**config.mk**
```make
export PLATFORM = sky130hd
export DESIGN_NAME = agm_regs
export DESIGN_NICKNAME = d
export VERILOG_FILES = /design/src/hdl/agm_pkg.sv /design/src/hdl/agm_regs.sv /design/src/hdl/agm_level_decode.sv /design/src/hdl/agm_gain_sat.sv
export SDC_FILE = /design/constraint.sdc
export NUM_CORES = 1
export LEC_CHECK = 0
export ABC_CLOCK_PERIOD_IN_PS = 1500
export BUFFER_PORTS_ARGS = -buffer_cell sky130_fd_sc_hd__buf_2
export CAP_MARGIN = 20
export CORE_ASPECT_RATIO = 1.2
export CORE_MARGIN = 5
export CORE_UTILIZATION = 54
export CTS_CLUSTER_SIZE = 40
export DETAILED_ROUTE_END_ITERATION = 8
export PLACE_DENSITY = 0.89
export SLEW_MARGIN = 40
export SYNTH_ARGS = -nofsm -noshare
export SYNTH_HDL_FRONTEND = slang
export SYNTH_SLANG_ARGS = --single-unit
```
**constraint.sdc**
```tcl
create_clock -name mclk -period 1.5 [get_ports mclk]
set_input_delay 0.15 -clock mclk [delete_from_list [all_inputs] [get_ports mclk]]
set_output_delay 0.15 -clock mclk [all_outputs]
set_load 0.05 [all_outputs]
```
**src/hdl/agm_pkg.sv**
```systemverilog
package agm_pkg;

  // ---------------------------------------------------------------
  // Register map, page 0
  // ---------------------------------------------------------------
  localparam int              ADDR_W              = 7;
  localparam int              DATA_W              = 8;
  localparam logic [6:0]      RIGHT_PGA_GAIN_CTRL = 7'h10;
  localparam logic [6:0]      SECOND_IN_TO_LEFT   = 7'h11;
  localparam logic [6:0]      SECOND_IN_TO_RIGHT  = 7'h12;

  // ---------------------------------------------------------------
  // Field layout
  // ---------------------------------------------------------------
  localparam int              MUTE_BIT            = 7;
  localparam int              GAIN_MSB            = 6;
  localparam int              GAIN_LSB            = 0;
  localparam int              HI_LVL_MSB          = 7;
  localparam int              HI_LVL_LSB          = 4;
  localparam int              LO_LVL_MSB          = 3;
  localparam int              LO_LVL_LSB          = 0;

  // ---------------------------------------------------------------
  // Reset values and codes
  // ---------------------------------------------------------------
  localparam logic [7:0]      GAIN_CTRL_RST       = 8'h80;
  localparam logic [7:0]      MIX_RST             = 8'hFF;
  localparam logic [6:0]      GAIN_MAX_CODE       = 7'h77;
  localparam logic [3:0]      LVL_MAX_CODE        = 4'h8;
  localparam logic [3:0]      LVL_OFF_CODE        = 4'hF;
  localparam logic [7:0]      UNMAPPED_RDATA      = 8'h00;

endpackage

```
**src/hdl/agm_regs.sv**
```systemverilog
`timescale 1ns/1ps
// What this block does
// - Right gain register bit 7 mutes the right amp when set; resets to one.
// - Right gain bits 6 to 0 set the amp gain in half-dB steps from 0 dB.
// - Gain codes from 0x77 up to 0x7F all give the top gain of 59.5 dB.
// - The right amp gain code resets to zero, which is 0 dB.
// - Left mix bits 7 to 4 set the second left input level, 0 to -12 dB.
// - Level codes 0 to 8 connect the input; 1111 disconnects and is reset.
// - Left mix bits 3 to 0 set the second right input level.
// - Right mix bits 7 to 4 set the second left input level.
// - Right mix bits 3 to 0 set the second right input level.
module agm_regs (
  input  wire logic       mclk,
  input  wire logic       rst_n,
  input  wire logic [6:0] reg_addr,
  input  wire logic       reg_wr,
  input  wire logic [7:0] reg_wdata,
  input  wire logic       reg_rd,
  output logic [7:0]      reg_rdata,
  output logic            right_amp_mute,
  output logic [6:0]      right_amp_gain,
  output logic            lmix_second_left_input_conn,
  output logic [3:0]      lmix_second_left_input_atten,
  output logic            lmix_second_right_input_conn,
  output logic [3:0]      lmix_second_right_input_atten,
  output logic            rmix_second_left_input_conn,
  output logic [3:0]      rmix_second_left_input_atten,
  output logic            rmix_second_right_input_conn,
  output logic [3:0]      rmix_second_right_input_atten
);

  // ---------------------------------------------------------------
  // Register storage
  // ---------------------------------------------------------------
  logic [7:0] gain_ctrl_reg;
  logic [7:0] gain_ctrl_next;
  logic [7:0] left_mix_reg;
  logic [7:0] left_mix_next;
  logic [7:0] right_mix_reg;
  logic [7:0] right_mix_next;
  logic       wr_gain;
  logic       wr_left;
  logic       wr_right;

  assign wr_gain  = reg_wr && (reg_addr == agm_pkg::RIGHT_PGA_GAIN_CTRL);
  assign wr_left  = reg_wr && (reg_addr == agm_pkg::SECOND_IN_TO_LEFT);
  assign wr_right = reg_wr && (reg_addr == agm_pkg::SECOND_IN_TO_RIGHT);

  always_comb begin
    gain_ctrl_next = wr_gain  ? reg_wdata : gain_ctrl_reg;
    left_mix_next  = wr_left  ? reg_wdata : left_mix_reg;
    right_mix_next = wr_right ? reg_wdata : right_mix_reg;
  end

  always_ff @(posedge mclk or negedge rst_n) begin
    if (!rst_n) begin
      gain_ctrl_reg <= agm_pkg::GAIN_CTRL_RST;
      left_mix_reg  <= agm_pkg::MIX_RST;
      right_mix_reg <= agm_pkg::MIX_RST;
    end else begin
      gain_ctrl_reg <= gain_ctrl_next;
      left_mix_reg  <= left_mix_next;
      right_mix_reg <= right_mix_next;
    end
  end

  // ---------------------------------------------------------------
  // Read back, one cycle after the read strobe
  // ---------------------------------------------------------------
  always_ff @(posedge mclk or negedge rst_n) begin
    if (!rst_n) begin
      reg_rdata <= agm_pkg::UNMAPPED_RDATA;
    end else if (reg_rd) begin
      case (reg_addr)
        agm_pkg::RIGHT_PGA_GAIN_CTRL: reg_rdata <= gain_ctrl_reg;
        agm_pkg::SECOND_IN_TO_LEFT:   reg_rdata <= left_mix_reg;
        agm_pkg::SECOND_IN_TO_RIGHT:  reg_rdata <= right_mix_reg;
        default:                      reg_rdata <= agm_pkg::UNMAPPED_RDATA;
      endcase
    end
  end

  // ---------------------------------------------------------------
  // Field decode, fed from next values so outputs move with the write
  // ---------------------------------------------------------------
  logic [6:0] gain_dec;
  logic       ll_conn;
  logic [3:0] ll_att;
  logic       lr_conn;
  logic [3:0] lr_att;
  logic       rl_conn;
  logic [3:0] rl_att;
  logic       rr_conn;
  logic [3:0] rr_att;

  agm_gain_sat u_gain (
    .code (gain_ctrl_next[agm_pkg::GAIN_MSB:agm_pkg::GAIN_LSB]),
    .gain (gain_dec)
  );

  agm_level_decode u_lvl_ll (
    .code    (left_mix_next[agm_pkg::HI_LVL_MSB:agm_pkg::HI_LVL_LSB]),
    .connect (ll_conn),
    .atten   (ll_att)
  );

  agm_level_decode u_lvl_lr (
    .code    (left_mix_next[agm_pkg::LO_LVL_MSB:agm_pkg::LO_LVL_LSB]),
    .connect (lr_conn),
    .atten   (lr_att)
  );

  agm_level_decode u_lvl_rl (
    .code    (right_mix_next[agm_pkg::HI_LVL_MSB:agm_pkg::HI_LVL_LSB]),
    .connect (rl_conn),
    .atten   (rl_att)
  );

  agm_level_decode u_lvl_rr (
    .code    (right_mix_next[agm_pkg::LO_LVL_MSB:agm_pkg::LO_LVL_LSB]),
    .connect (rr_conn),
    .atten   (rr_att)
  );

  // ---------------------------------------------------------------
  // Front-end control outputs
  // ---------------------------------------------------------------
  always_ff @(posedge mclk or negedge rst_n) begin
    if (!rst_n) begin
      right_amp_mute <= agm_pkg::GAIN_CTRL_RST[agm_pkg::MUTE_BIT];
      right_amp_gain <= 7'h00;
    end else begin
      right_amp_mute <= gain_ctrl_next[agm_pkg::MUTE_BIT];
      right_amp_gain <= gain_dec;
    end
  end

  always_ff @(posedge mclk or negedge rst_n) begin
    if (!rst_n) begin
      lmix_second_left_input_conn   <= 1'b0;
      lmix_second_left_input_atten  <= 4'h0;
      lmix_second_right_input_conn  <= 1'b0;
      lmix_second_right_input_atten <= 4'h0;
      rmix_second_left_input_conn   <= 1'b0;
      rmix_second_left_input_atten  <= 4'h0;
      rmix_second_right_input_conn  <= 1'b0;
      rmix_second_right_input_atten <= 4'h0;
    end else begin
      lmix_second_left_input_conn   <= ll_conn;
      lmix_second_left_input_atten  <= ll_att;
      lmix_second_right_input_conn  <= lr_conn;
      lmix_second_right_input_atten <= lr_att;
      rmix_second_left_input_conn   <= rl_conn;
      rmix_second_left_input_atten  <= rl_att;
      rmix_second_right_input_conn  <= rr_conn;
      rmix_second_right_input_atten <= rr_att;
    end
  end
endmodule // agm_regs

```
**src/hdl/agm_level_decode.sv**
```systemverilog
`timescale 1ns/1ps
// Turns a 4-bit input level code into connect flag and attenuation step
module agm_level_decode (
  input  wire logic [3:0] code,
  output logic            connect,
  output logic [3:0]      atten
);

  always_comb begin
    if (code <= agm_pkg::LVL_MAX_CODE) begin
      connect = 1'b1;
      atten   = code;
    end else begin
      // Off code and reserved codes both leave the input unconnected
      connect = 1'b0;
      atten   = 4'h0;
    end
  end

endmodule // agm_level_decode

```
**src/hdl/agm_gain_sat.sv**
```systemverilog
`timescale 1ns/1ps
// Clamps a 7-bit half-dB gain code to the top usable step
module agm_gain_sat (
  input  wire logic [6:0] code,
  output logic [6:0]      gain
);

  always_comb begin
    if (code > agm_pkg::GAIN_MAX_CODE) begin
      gain = agm_pkg::GAIN_MAX_CODE;
    end else begin
      gain = code;
    end
  end

endmodule // agm_gain_sat

```
==> results.json, run 1 <==
{
  "coreArea_mm2": 0.004870,
  "crit_fanout": 3,
  "cts_sinks": 59,
  "yosys-top-cells-area": "dfrtp_1 (39%), dfstp_2 (17%), mux2_2 (15%), mux2i_1 (9.0%), nand2b_1 (4.2%)",
  "tightestPinTransition_ns": 0.4492,
  "cp_cell_sequence": "buf_2",
  "antenna_cells": 0,
  "ios": 55,
  "synth_edf_count": 0,
  "fp.dieW_um": 74.34,
  "syn_area_mm2": 0.002683,
  "cp_data_arrival_time_ns": 1.13,
  "cts_tree": "yes",
  "drv_cap": 0,
  "grt_max_degree": 44,
  "critPathTopFamily": "flip-flops",
  "slowest_stage": "dfstp_2",
  "syn2layout_area_growth_pct": 21.46,
  "cellLeakagePower_nw": 1.724,
  "dr_total_vias": 1900,
  "clock.fmax_mhz": 782.3,
  "hold_viol_final": 0,
  "avgViaCountPerCell": 5.621,
  "fin_tns_setup_ns": 0,
  "drc": 0,
  "wire_per_inst_um": 17.09,
  "hold_path_class": "input port to flip-flop",
  "io_buffers": 54,
  "synth_flop_cell": "dfrtp_1",
  "synthCells": 208,
  "synthesis.nets": 227,
  "cts_buffer_depth": 2,
  "start_util": 0.5509,
  "gp_congestion": 0.8070,
  "routed_wl_um": 5776,
  "nets": 293,
  "path_clk_slew_ns": 0.06,
  "cp-start-kind": "flip-flop",
  "yosysUniqueCellTypes": 23,
  "outcome": "finished, final reports clean",
  "clockRootBuffer": "clkbuf_8",
  "ys_async_sr_fraction": 1.000,
  "grt_pass1_vias": 2010,
  "rsz0062_at_grt": "no",
  "setup_viol_count_final": 0,
  "clk_latency_ns": 0.33,
  "max_stage_delay_ns": 0.54,
  "postCtsSetupRepairBufs": 0,
  "holdWs_ns": 0.1506,
  "ys_seq_area_frac": 0.5583,
  "ys_ff_latch": 59,
  "slew_headroom": 0.7002,
  "path_buf_inv": 1,
  "clock_skew_ns": 0.003707,
  "post-synth-top-area-cell": "dfrtp_1",
  "layout-drive-gt1-share": 0.4712,
  "antenna_found_initial": 0,
  "overflow": 0,
  "drtAntennaViolNets": 0,
  "drt_iter0_markers": 141,
  "peakVddDrop_mv": 0.5878,
  "cts_resized": 0,
  "synth_area_per_cell_um2": 12.90,
  "powerDensity_mw_per_mm2": 1102,
  "grt_pass1_wl_um": 9694,
  "cp_data_required_time_ns": 1.35,
  "cts_buffers": 9,
  "postCtsHoldBufs": 1,
  "die-area_mm2": 0.006483,
  "firstDrtPassIters": 7,
  "endpoint_kind": "output pin",
  "slew_viol_final": 0,
  "synth_top_area_frac": 0.3918,
  "cts.htree.levels": 3,
  "place_hpwl_um": 4000,
  "die_h_um": 87.21,
  "core.rowCount": 28,
  "fin_crit_ns": 1.278,
  "period_share": 0.8522,
  "crit_type": "flip-flop to output pin",
  "yosys_warnings": 0,
  "grtUsageTotal": 0.2007
}
per-layer routing:
metal / share of wire / GRT usage / vias up
li1: - / - / 881
met1: 0.42 / 0.2555 / 939
met2: 0.50 / 0.3129 / 70
met3: 0.064 / 0.04734 / 10
met4: 0.019 / 0.1117 / 0
met5: 0 / 0 / -
synth_stat cells (2+ instances only):
| cell type | n |
|---|---|
| mux2_2 | 35 |
| nand3_1 | 2 |
| nand2_1 | 17 |
| buf_4 | 2 |
| a222oi_1 | 8 |
| dfstp_2 | 17 |
| nor2_1 | 7 |
| nor3_1 | 6 |
| clkbuf_1 | 2 |
| dfrtp_1 | 42 |
| nor2b_1 | 8 |
| mux2i_1 | 24 |
| nand4_2 | 3 |
| nand2b_1 | 18 |
| and4_1 | 2 |
| a21oi_1 | 8 |
worst paths after layout:
kind / slack (ns) / endpoint / startpoint / cells after the start
max: 0.22 / right_amp_mute / gain_ctrl_reg[7] / 1
max reg2reg: 0.28 / reg_rdata[3] / gain_ctrl_reg[3] / 3
min reg2reg: 0.54 / gain_ctrl_reg[2] / gain_ctrl_reg[2] / 1
min in group asynchronous: 0.27 / lmix_second_left_input_atten[0] / rst_n / 2
min: 0.15 / right_mix_reg[1] / reg_wdata[1] / 2
max in group asynchronous: 0.61 / right_mix_reg[2] / rst_n / 3
final cells by class:
type                            count  area (um^2)
Timing Repair Buffer               62        382.9
Clock inverter                      3        15.01
Inverter                            2        7.507
Fill cell                         363         1612
Tap cell                           60        75.07
Sequential cell                    59         1498
Clock buffer                       12        145.1
Multi-Input combinational cell    140         1135
power breakdown:
part	switching, mW	total [mW]	internal, mW
Clock	0.566	1.19	0.626
Combinational	0.394	0.591	0.197
Sequential	0.0771	1.81	1.73
Total	1.04	3.59	2.55
placed cells by master (no fill, tap or decap):
| cell | netlist | routed |
|---|---|---|
| buf_2 | 1 | 54 |
| dfrtp_1 | 42 | 42 |
| mux2_2 | 35 | 35 |
| mux2i_1 | 24 | 24 |
| nand2b_1 | 18 | 18 |
| nand2_1 | 17 | 17 |
| dfstp_2 | 17 | 17 |
| clkbuf_8 | 0 | 10 |
| nor2b_1 | 8 | 8 |
| a222oi_1 | 8 | 8 |
| a21oi_1 | 8 | 8 |
| nor2_1 | 7 | 7 |
| nor3_1 | 6 | 6 |
| buf_12 | 0 | 4 |
| nand4_2 | 3 | 3 |
| clkinv_2 | 0 | 3 |
| buf_4 | 2 | 3 |
| nand3_1 | 2 | 2 |
| and4_1 | 2 | 2 |
| clkbuf_1 | 2 | 2 |
| inv_2 | 1 | 1 |
| nor4b_4 | 1 | 1 |
| inv_1 | 1 | 1 |
| nand4b_1 | 1 | 1 |
| dlygate4sd3_1 | 0 | 1 |
logic make-up after synthesis:
logic type,after synthesis,share of synthesized area
AO/OA/AOI/OAI,16,0.04478
multiplexers,59,0.2365
buffers and inverters,9,0.01865
flip-flops,59,0.5583
AND/OR/NAND/NOR,65,0.1418
stage by stage:
| step | instance area (um^2) | total power, mW | worst slack, ns | std cells | util |
|---|---|---|---|---|---|
| 6_report | 3258 | 3.590 | 0.2217 | 338 | 0.6691 |
| 5_1_grt | 3258 | 3.738 | 0.1832 | 338 | 0.6691 |
| 4_1_cts | 3258 | 3.622 | 0.2069 | 338 | 0.6691 |
| 3_5_place_dp | 3088 | 2.421 | 0.07713 | 322 | 0.6341 |
| 3_3_place_gp | 3088 | 2.403 | 0.1304 | 322 | 0.6341 |
| 2_1_floorplan | 2683 | 2.217 | 0.1768 | 208 | - |
No activity file was read; power rests on OpenSTA's default activity.
==> run 2, diff against run 1 <==
==> constraint.sdc (replaced) <==
create_clock -name mclk -period 1.5 [get_ports mclk]
set_input_delay 0 -clock mclk [delete_from_list [all_inputs] [get_ports mclk]]
set_output_delay 0 -clock mclk [all_outputs]
set_load 0.05 [all_outputs]
==> results.json, run 2 (synthesis gave the netlist of run 1 again) <==
{
  "outcome": "finished, final reports clean",
  "fin_crit_ns": 1.186,
  "crit_type": "flip-flop to flip-flop",
  "place_hpwl_um": 3873,
  "dr_total_vias": 1927,
  "hold_viol_final": 0,
  "grt_pass1_vias": 1978,
  "drt_iter0_markers": 134,
  "cellLeakagePower_nw": 1.713,
  "instances_no_fill": 340,
  "cts_tree": "yes",
  "min_path_cells": 2,
  "die-area_mm2": 0.006483,
  "reg2reg_from": "gain_ctrl_reg[4]",
  "coreArea_mm2": 0.004870,
  "clock_skew_ns": 0.005093,
  "antenna_found_initial": 0,
  "antenna_cells": 0,
  "cp_cell_sequence": "mux2_2 > a222oi_1 > a21oi_1",
  "cp_data_required_time_ns": 1.70,
  "multi_input_area_mm2": 0.001135,
  "fp.dieW_um": 74.34,
  "cp_data_arrival_time_ns": 1.39,
  "postCtsSetupRepairBufs": 0,
  "cts_buffer_depth": 2,
  "cp_num_cells": 3,
  "grtUsageTotal": 0.1980,
  "crit_fanout": 5,
  "peakVddDrop_mv": 0.5722,
  "reg2reg_slack_ns": 0.31,
  "overflow": 0,
  "critPathTopFamily": "flip-flops",
  "path_clk_slew_ns": 0.06,
  "layout-drive-gt1-share": 0.4643,
  "cts_buffers": 9,
  "path_buf_inv": 0,
  "endpoint_kind": "flip-flop",
  "grt_max_degree": 60,
  "nets": 294,
  "syn2layout_area_growth_pct": 20.99,
  "r2r_cells": 3,
  "regToRegEndpoint": "reg_rdata[4]",
  "powerDensity_mw_per_mm2": 1124,
  "slowest_stage": "dfrtp_1",
  "clock.fmax_mhz": 843.1,
  "cts_sinks": 59,
  "io_buffers": 54,
  "routed_wl_um": 5741,
  "setup_viol_count_final": 0,
  "period_share": 0.7907,
  "slew_viol_final": 0,
  "clockRootBuffer": "clkbuf_8",
  "cp-start-kind": "flip-flop",
  "crit_end": "reg_rdata[4]",
  "slew_headroom": 0.6550,
  "layout_common_cells": "buf_2 (54), dfrtp_1 (42), mux2_2 (35), mux2i_1 (24), nand2b_1 (18)",
  "core.rowCount": 28,
  "drc": 0,
  "cts.htree.levels": 3,
  "drv_cap": 0,
  "tightestPinTransition_ns": 0.5169,
  "gp_congestion": 0.8026,
  "firstDrtPassIters": 8,
  "fin_tns_setup_ns": 0,
  "max_stage_delay_ns": 0.43,
  "ios": 55,
  "utilization": 0.6665,
  "placed_cells": 321,
  "min_from": "reg_wdata[7]",
  "drtAntennaViolNets": 0,
  "regArea_mm2": 0.001498,
  "worstSetupStartpoint": "gain_ctrl_reg[4]",
  "final_common_cell": "buf_2",
  "clk_latency_ns": 0.33,
  "avgViaCountPerCell": 5.668,
  "hold_path_class": "input port to flip-flop",
  "wire_per_inst_um": 16.89,
  "start_util": 0.5509,
  "grt_pass1_wl_um": 9591,
  "fillers": 357,
  "rsz0062_at_grt": "no",
  "die_h_um": 87.21
}
==> run 2: area by class of cell <==
class | count | share of cell area
Clock buffer | 14 | 0.05012
Clock inverter | 2 | 0.003084
Inverter | 2 | 0.002313
Multi-Input combinational cell | 140 | 0.3497
Sequential cell | 59 | 0.4615
Tap cell | 60 | 0.02313
Timing Repair Buffer | 63 | 0.1103
==> run 2: worst reg2reg max path, cell delays in order (launching register included) <==
cell	delay [ns]
dfrtp_1	0.43
mux2_2	0.28
a222oi_1	0.26
a21oi_1	0.09
==> run 2: power by group <==
group	internal [mW]	total, mW	switching, mW	leakage (nW)
Clock	0.686	1.25	0.563	0.0905
Sequential	1.73	1.81	0.0775	0.733
Combinational	0.198	0.593	0.395	0.890
==> run 2: worst min path at each step <==
| stage | endpoint |
|---|---|
| final | gain_ctrl_reg[7] |
| after global routing | gain_ctrl_reg[7] |
| after CTS | gain_ctrl_reg[7] |
| after detailed placement | right_amp_gain[4] |
| after global placement | right_amp_gain[6] |
| after floorplan | gain_ctrl_reg[0] |
==> run 2: per-layer routing <==
metal / up-vias / routed length, um / track usage / part of all wire
li1: 893 / - / - / -
met1: 954 / 2374 / 0.2584 / 0.41
met2: 70 / 2879 / 0.3129 / 0.50
met3: 10 / 391 / 0.05312 / 0.068
met4: 0 / 95 / 0.07929 / 0.017
met5: - / 0 / 0 / 0
==> run 2: through the flow <==
stage	power (mW)	setup slack (ns)	hold WS, ns	area, um^2
after floorplan	2.217	0.3268	-0.2956	2683
after global placement	2.402	0.2676	0.01946	3043
after detailed placement	2.419	0.2214	0.03071	3043
after CTS	3.682	0.3196	0.0002173	3246
after global routing	3.816	0.2856	0.01100	3246
final	3.649	0.3140	0.01319	3246
==> run 2: what timing repair did <==
| item | in CTS | in global routing |
|---|---|---|
| endpoints found under the setup margin | 0 | 0 |
| resized for setup | 0 | 0 |
| hold buffers | 3 | 0 |
| endpoints found under the hold margin | 63 | 0 |
==> run 3, diff against run 2 <==
--- a/config.mk
+++ b/config.mk
@@ -5,7 +5,7 @@
 export SDC_FILE = /design/constraint.sdc
 export NUM_CORES = 1
 export LEC_CHECK = 0
-export ABC_CLOCK_PERIOD_IN_PS = 1500
+export ABC_CLOCK_PERIOD_IN_PS = 1200
 export BUFFER_PORTS_ARGS = -buffer_cell sky130_fd_sc_hd__buf_2
 export CAP_MARGIN = 20
 export CORE_ASPECT_RATIO = 1.2
==> constraint.sdc (replaced) <==
create_clock -name mclk -period 1.2 [get_ports mclk]
set_input_delay 0 -clock mclk [delete_from_list [all_inputs] [get_ports mclk]]
set_output_delay 0 -clock mclk [all_outputs]
set_load 0.05 [all_outputs]
==> results.json, run 3 (synthesis gave the netlist of run 1 again) <==
{
  "outcome": "finished, final reports clean",
  "fin_tns_setup_ns": 0,
  "holdWs_ns": 0.01345,
  "nets": 302,
  "finalPower_mw": 4.741,
  "overflow": 0,
  "crit_type": "flip-flop to flip-flop",
  "clock.fmax_mhz": 868.5,
  "wire_per_inst_um": 17.28,
  "layout-drive-gt1-share": 0.4722,
  "placed_cells": 323,
  "slowest_stage": "dfrtp_1",
  "cellLeakagePower_nw": 1.788,
  "layout_common_cells": "buf_2 (54), dfrtp_1 (42), mux2_2 (34), mux2i_1 (24), nand2b_1 (18)",
  "io_buffers": 54,
  "drtAntennaViolNets": 0,
  "avgViaCountPerCell": 5.658,
  "ios": 55,
  "clk_latency_ns": 0.34,
  "cp-start-kind": "flip-flop",
  "multi_input_area_mm2": 0.001139,
  "routed_wl_um": 6012,
  "slew_headroom": 0.5583,
  "grt_pass1_vias": 1911,
  "tightestPinTransition_ns": 0.6612,
  "cts_buffer_depth": 2,
  "grtUsageTotal": 0.2035,
  "fillers": 331,
  "antenna_cells": 0,
  "instances_no_fill": 348,
  "grt_pass1_wl_um": 9749,
  "antenna_found_initial": 0,
  "place_hpwl_um": 3924,
  "dr_total_vias": 1969,
  "die_h_um": 87.21,
  "firstDrtPassIters": 6,
  "slew_viol_final": 0,
  "die-area_mm2": 0.006483,
  "setup_viol_count_final": 0,
  "drc": 0,
  "coreArea_mm2": 0.004870,
  "cts.htree.levels": 3,
  "hold_path_class": "input port to flip-flop",
  "hold_viol_final": 0,
  "grt_max_degree": 60,
  "fin_crit_ns": 1.151,
  "clock_skew_ns": 0.003601,
  "cp_data_required_time_ns": 1.41,
  "final_common_cell": "buf_2",
  "regArea_mm2": 0.001498,
  "cts_sinks": 59,
  "gp_congestion": 0.8206,
  "powerDensity_mw_per_mm2": 1400,
  "drt_iter0_markers": 218,
  "core.rowCount": 28,
  "drv_cap": 0,
  "peakVddDrop_mv": 0.7876,
  "crit_fanout": 4,
  "rsz0062_at_grt": "yes",
  "max_stage_delay_ns": 0.40,
  "clockRootBuffer": "clkbuf_8",
  "path_clk_slew_ns": 0.06,
  "cts_buffers": 9,
  "endpoint_kind": "flip-flop",
  "fp.dieW_um": 74.34,
  "cp_data_arrival_time_ns": 1.36,
  "cts_tree": "yes",
  "period_share": 0.9595,
  "start_util": 0.5509,
  "cp_cell_sequence": "mux2_2 > a222oi_1 > a21oi_1",
  "syn2layout_area_growth_pct": 26.21
}
-- run 3: routing by layer --
| layer | GRT usage | wire length (um) | up-vias |
|---|---|---|---|
| li1 | - | - | 899 |
| met1 | 0.2751 | 2390 | 958 |
| met2 | 0.3008 | 2995 | 95 |
| met3 | 0.04734 | 461 | 17 |
| met4 | 0.1133 | 165 | 0 |
| met5 | 0 | 0 | - |
-- run 3: path summary, 6_finish.rpt --
| check | slack [ns] | end | depth (start not counted) | startpoint |
|---|---|---|---|---|
| max in group asynchronous | 0.71 | right_mix_reg[0] | 3 | rst_n |
| hold / removal | 0.01 | lmix_second_left_input_atten[0] | 3 | reg_wdata[4] |
| hold reg to reg | 0.54 | gain_ctrl_reg[0] | 1 | gain_ctrl_reg[0] |
| min in group asynchronous | 0.19 | right_amp_gain[4] | 3 | rst_n |
| setup reg to reg | 0.05 | reg_rdata[6] | 3 | gain_ctrl_reg[6] |
| setup / recovery | 0.05 | reg_rdata[6] | 3 | gain_ctrl_reg[6] |
-- run 3: stage by stage --
step	cell area [um^2]	utilization	worst slack, ns
detailed placement	3108	0.6382	-0.06254
global placement	3108	0.6382	-0.01813
floorplan	2683	-	0.02684
global route	3386	0.6953	-0.03631
CTS	3359	0.6899	0.007829
finish	3386	0.6953	0.04857
-- run 3: timing repair --
item	in CTS	in global routing
gates resized for setup	0	1
pin swaps	1	1
hold buffers	6	0
buffers inserted	0	3
endpoints found under the hold margin	73	0
setup endpoints to repair	1	2
-- run 3: cell type report --
cell class,count,area share
Multi-Input combinational cell,140,0.3363
Sequential cell,59,0.4424
Timing Repair Buffer,71,0.1404
Tap cell,60,0.02217
Clock buffer,15,0.05506
Inverter,2,0.002217
Clock inverter,1,0.001478
-- run 3: report_power, final --
part           internal, mW  switching, mW  total [mW]
clock                 0.974          0.726        1.70
sequential             2.16         0.0912        2.25
combinational         0.278          0.510       0.788
total                  3.41           1.33        4.74
-- run 3: critical path: cells and delay by family (launching register included) --
family             cells  cell delay (ns)
AOI/OAI and AO/OA      2             0.35
DFF                    1             0.40
muxes                  1             0.27
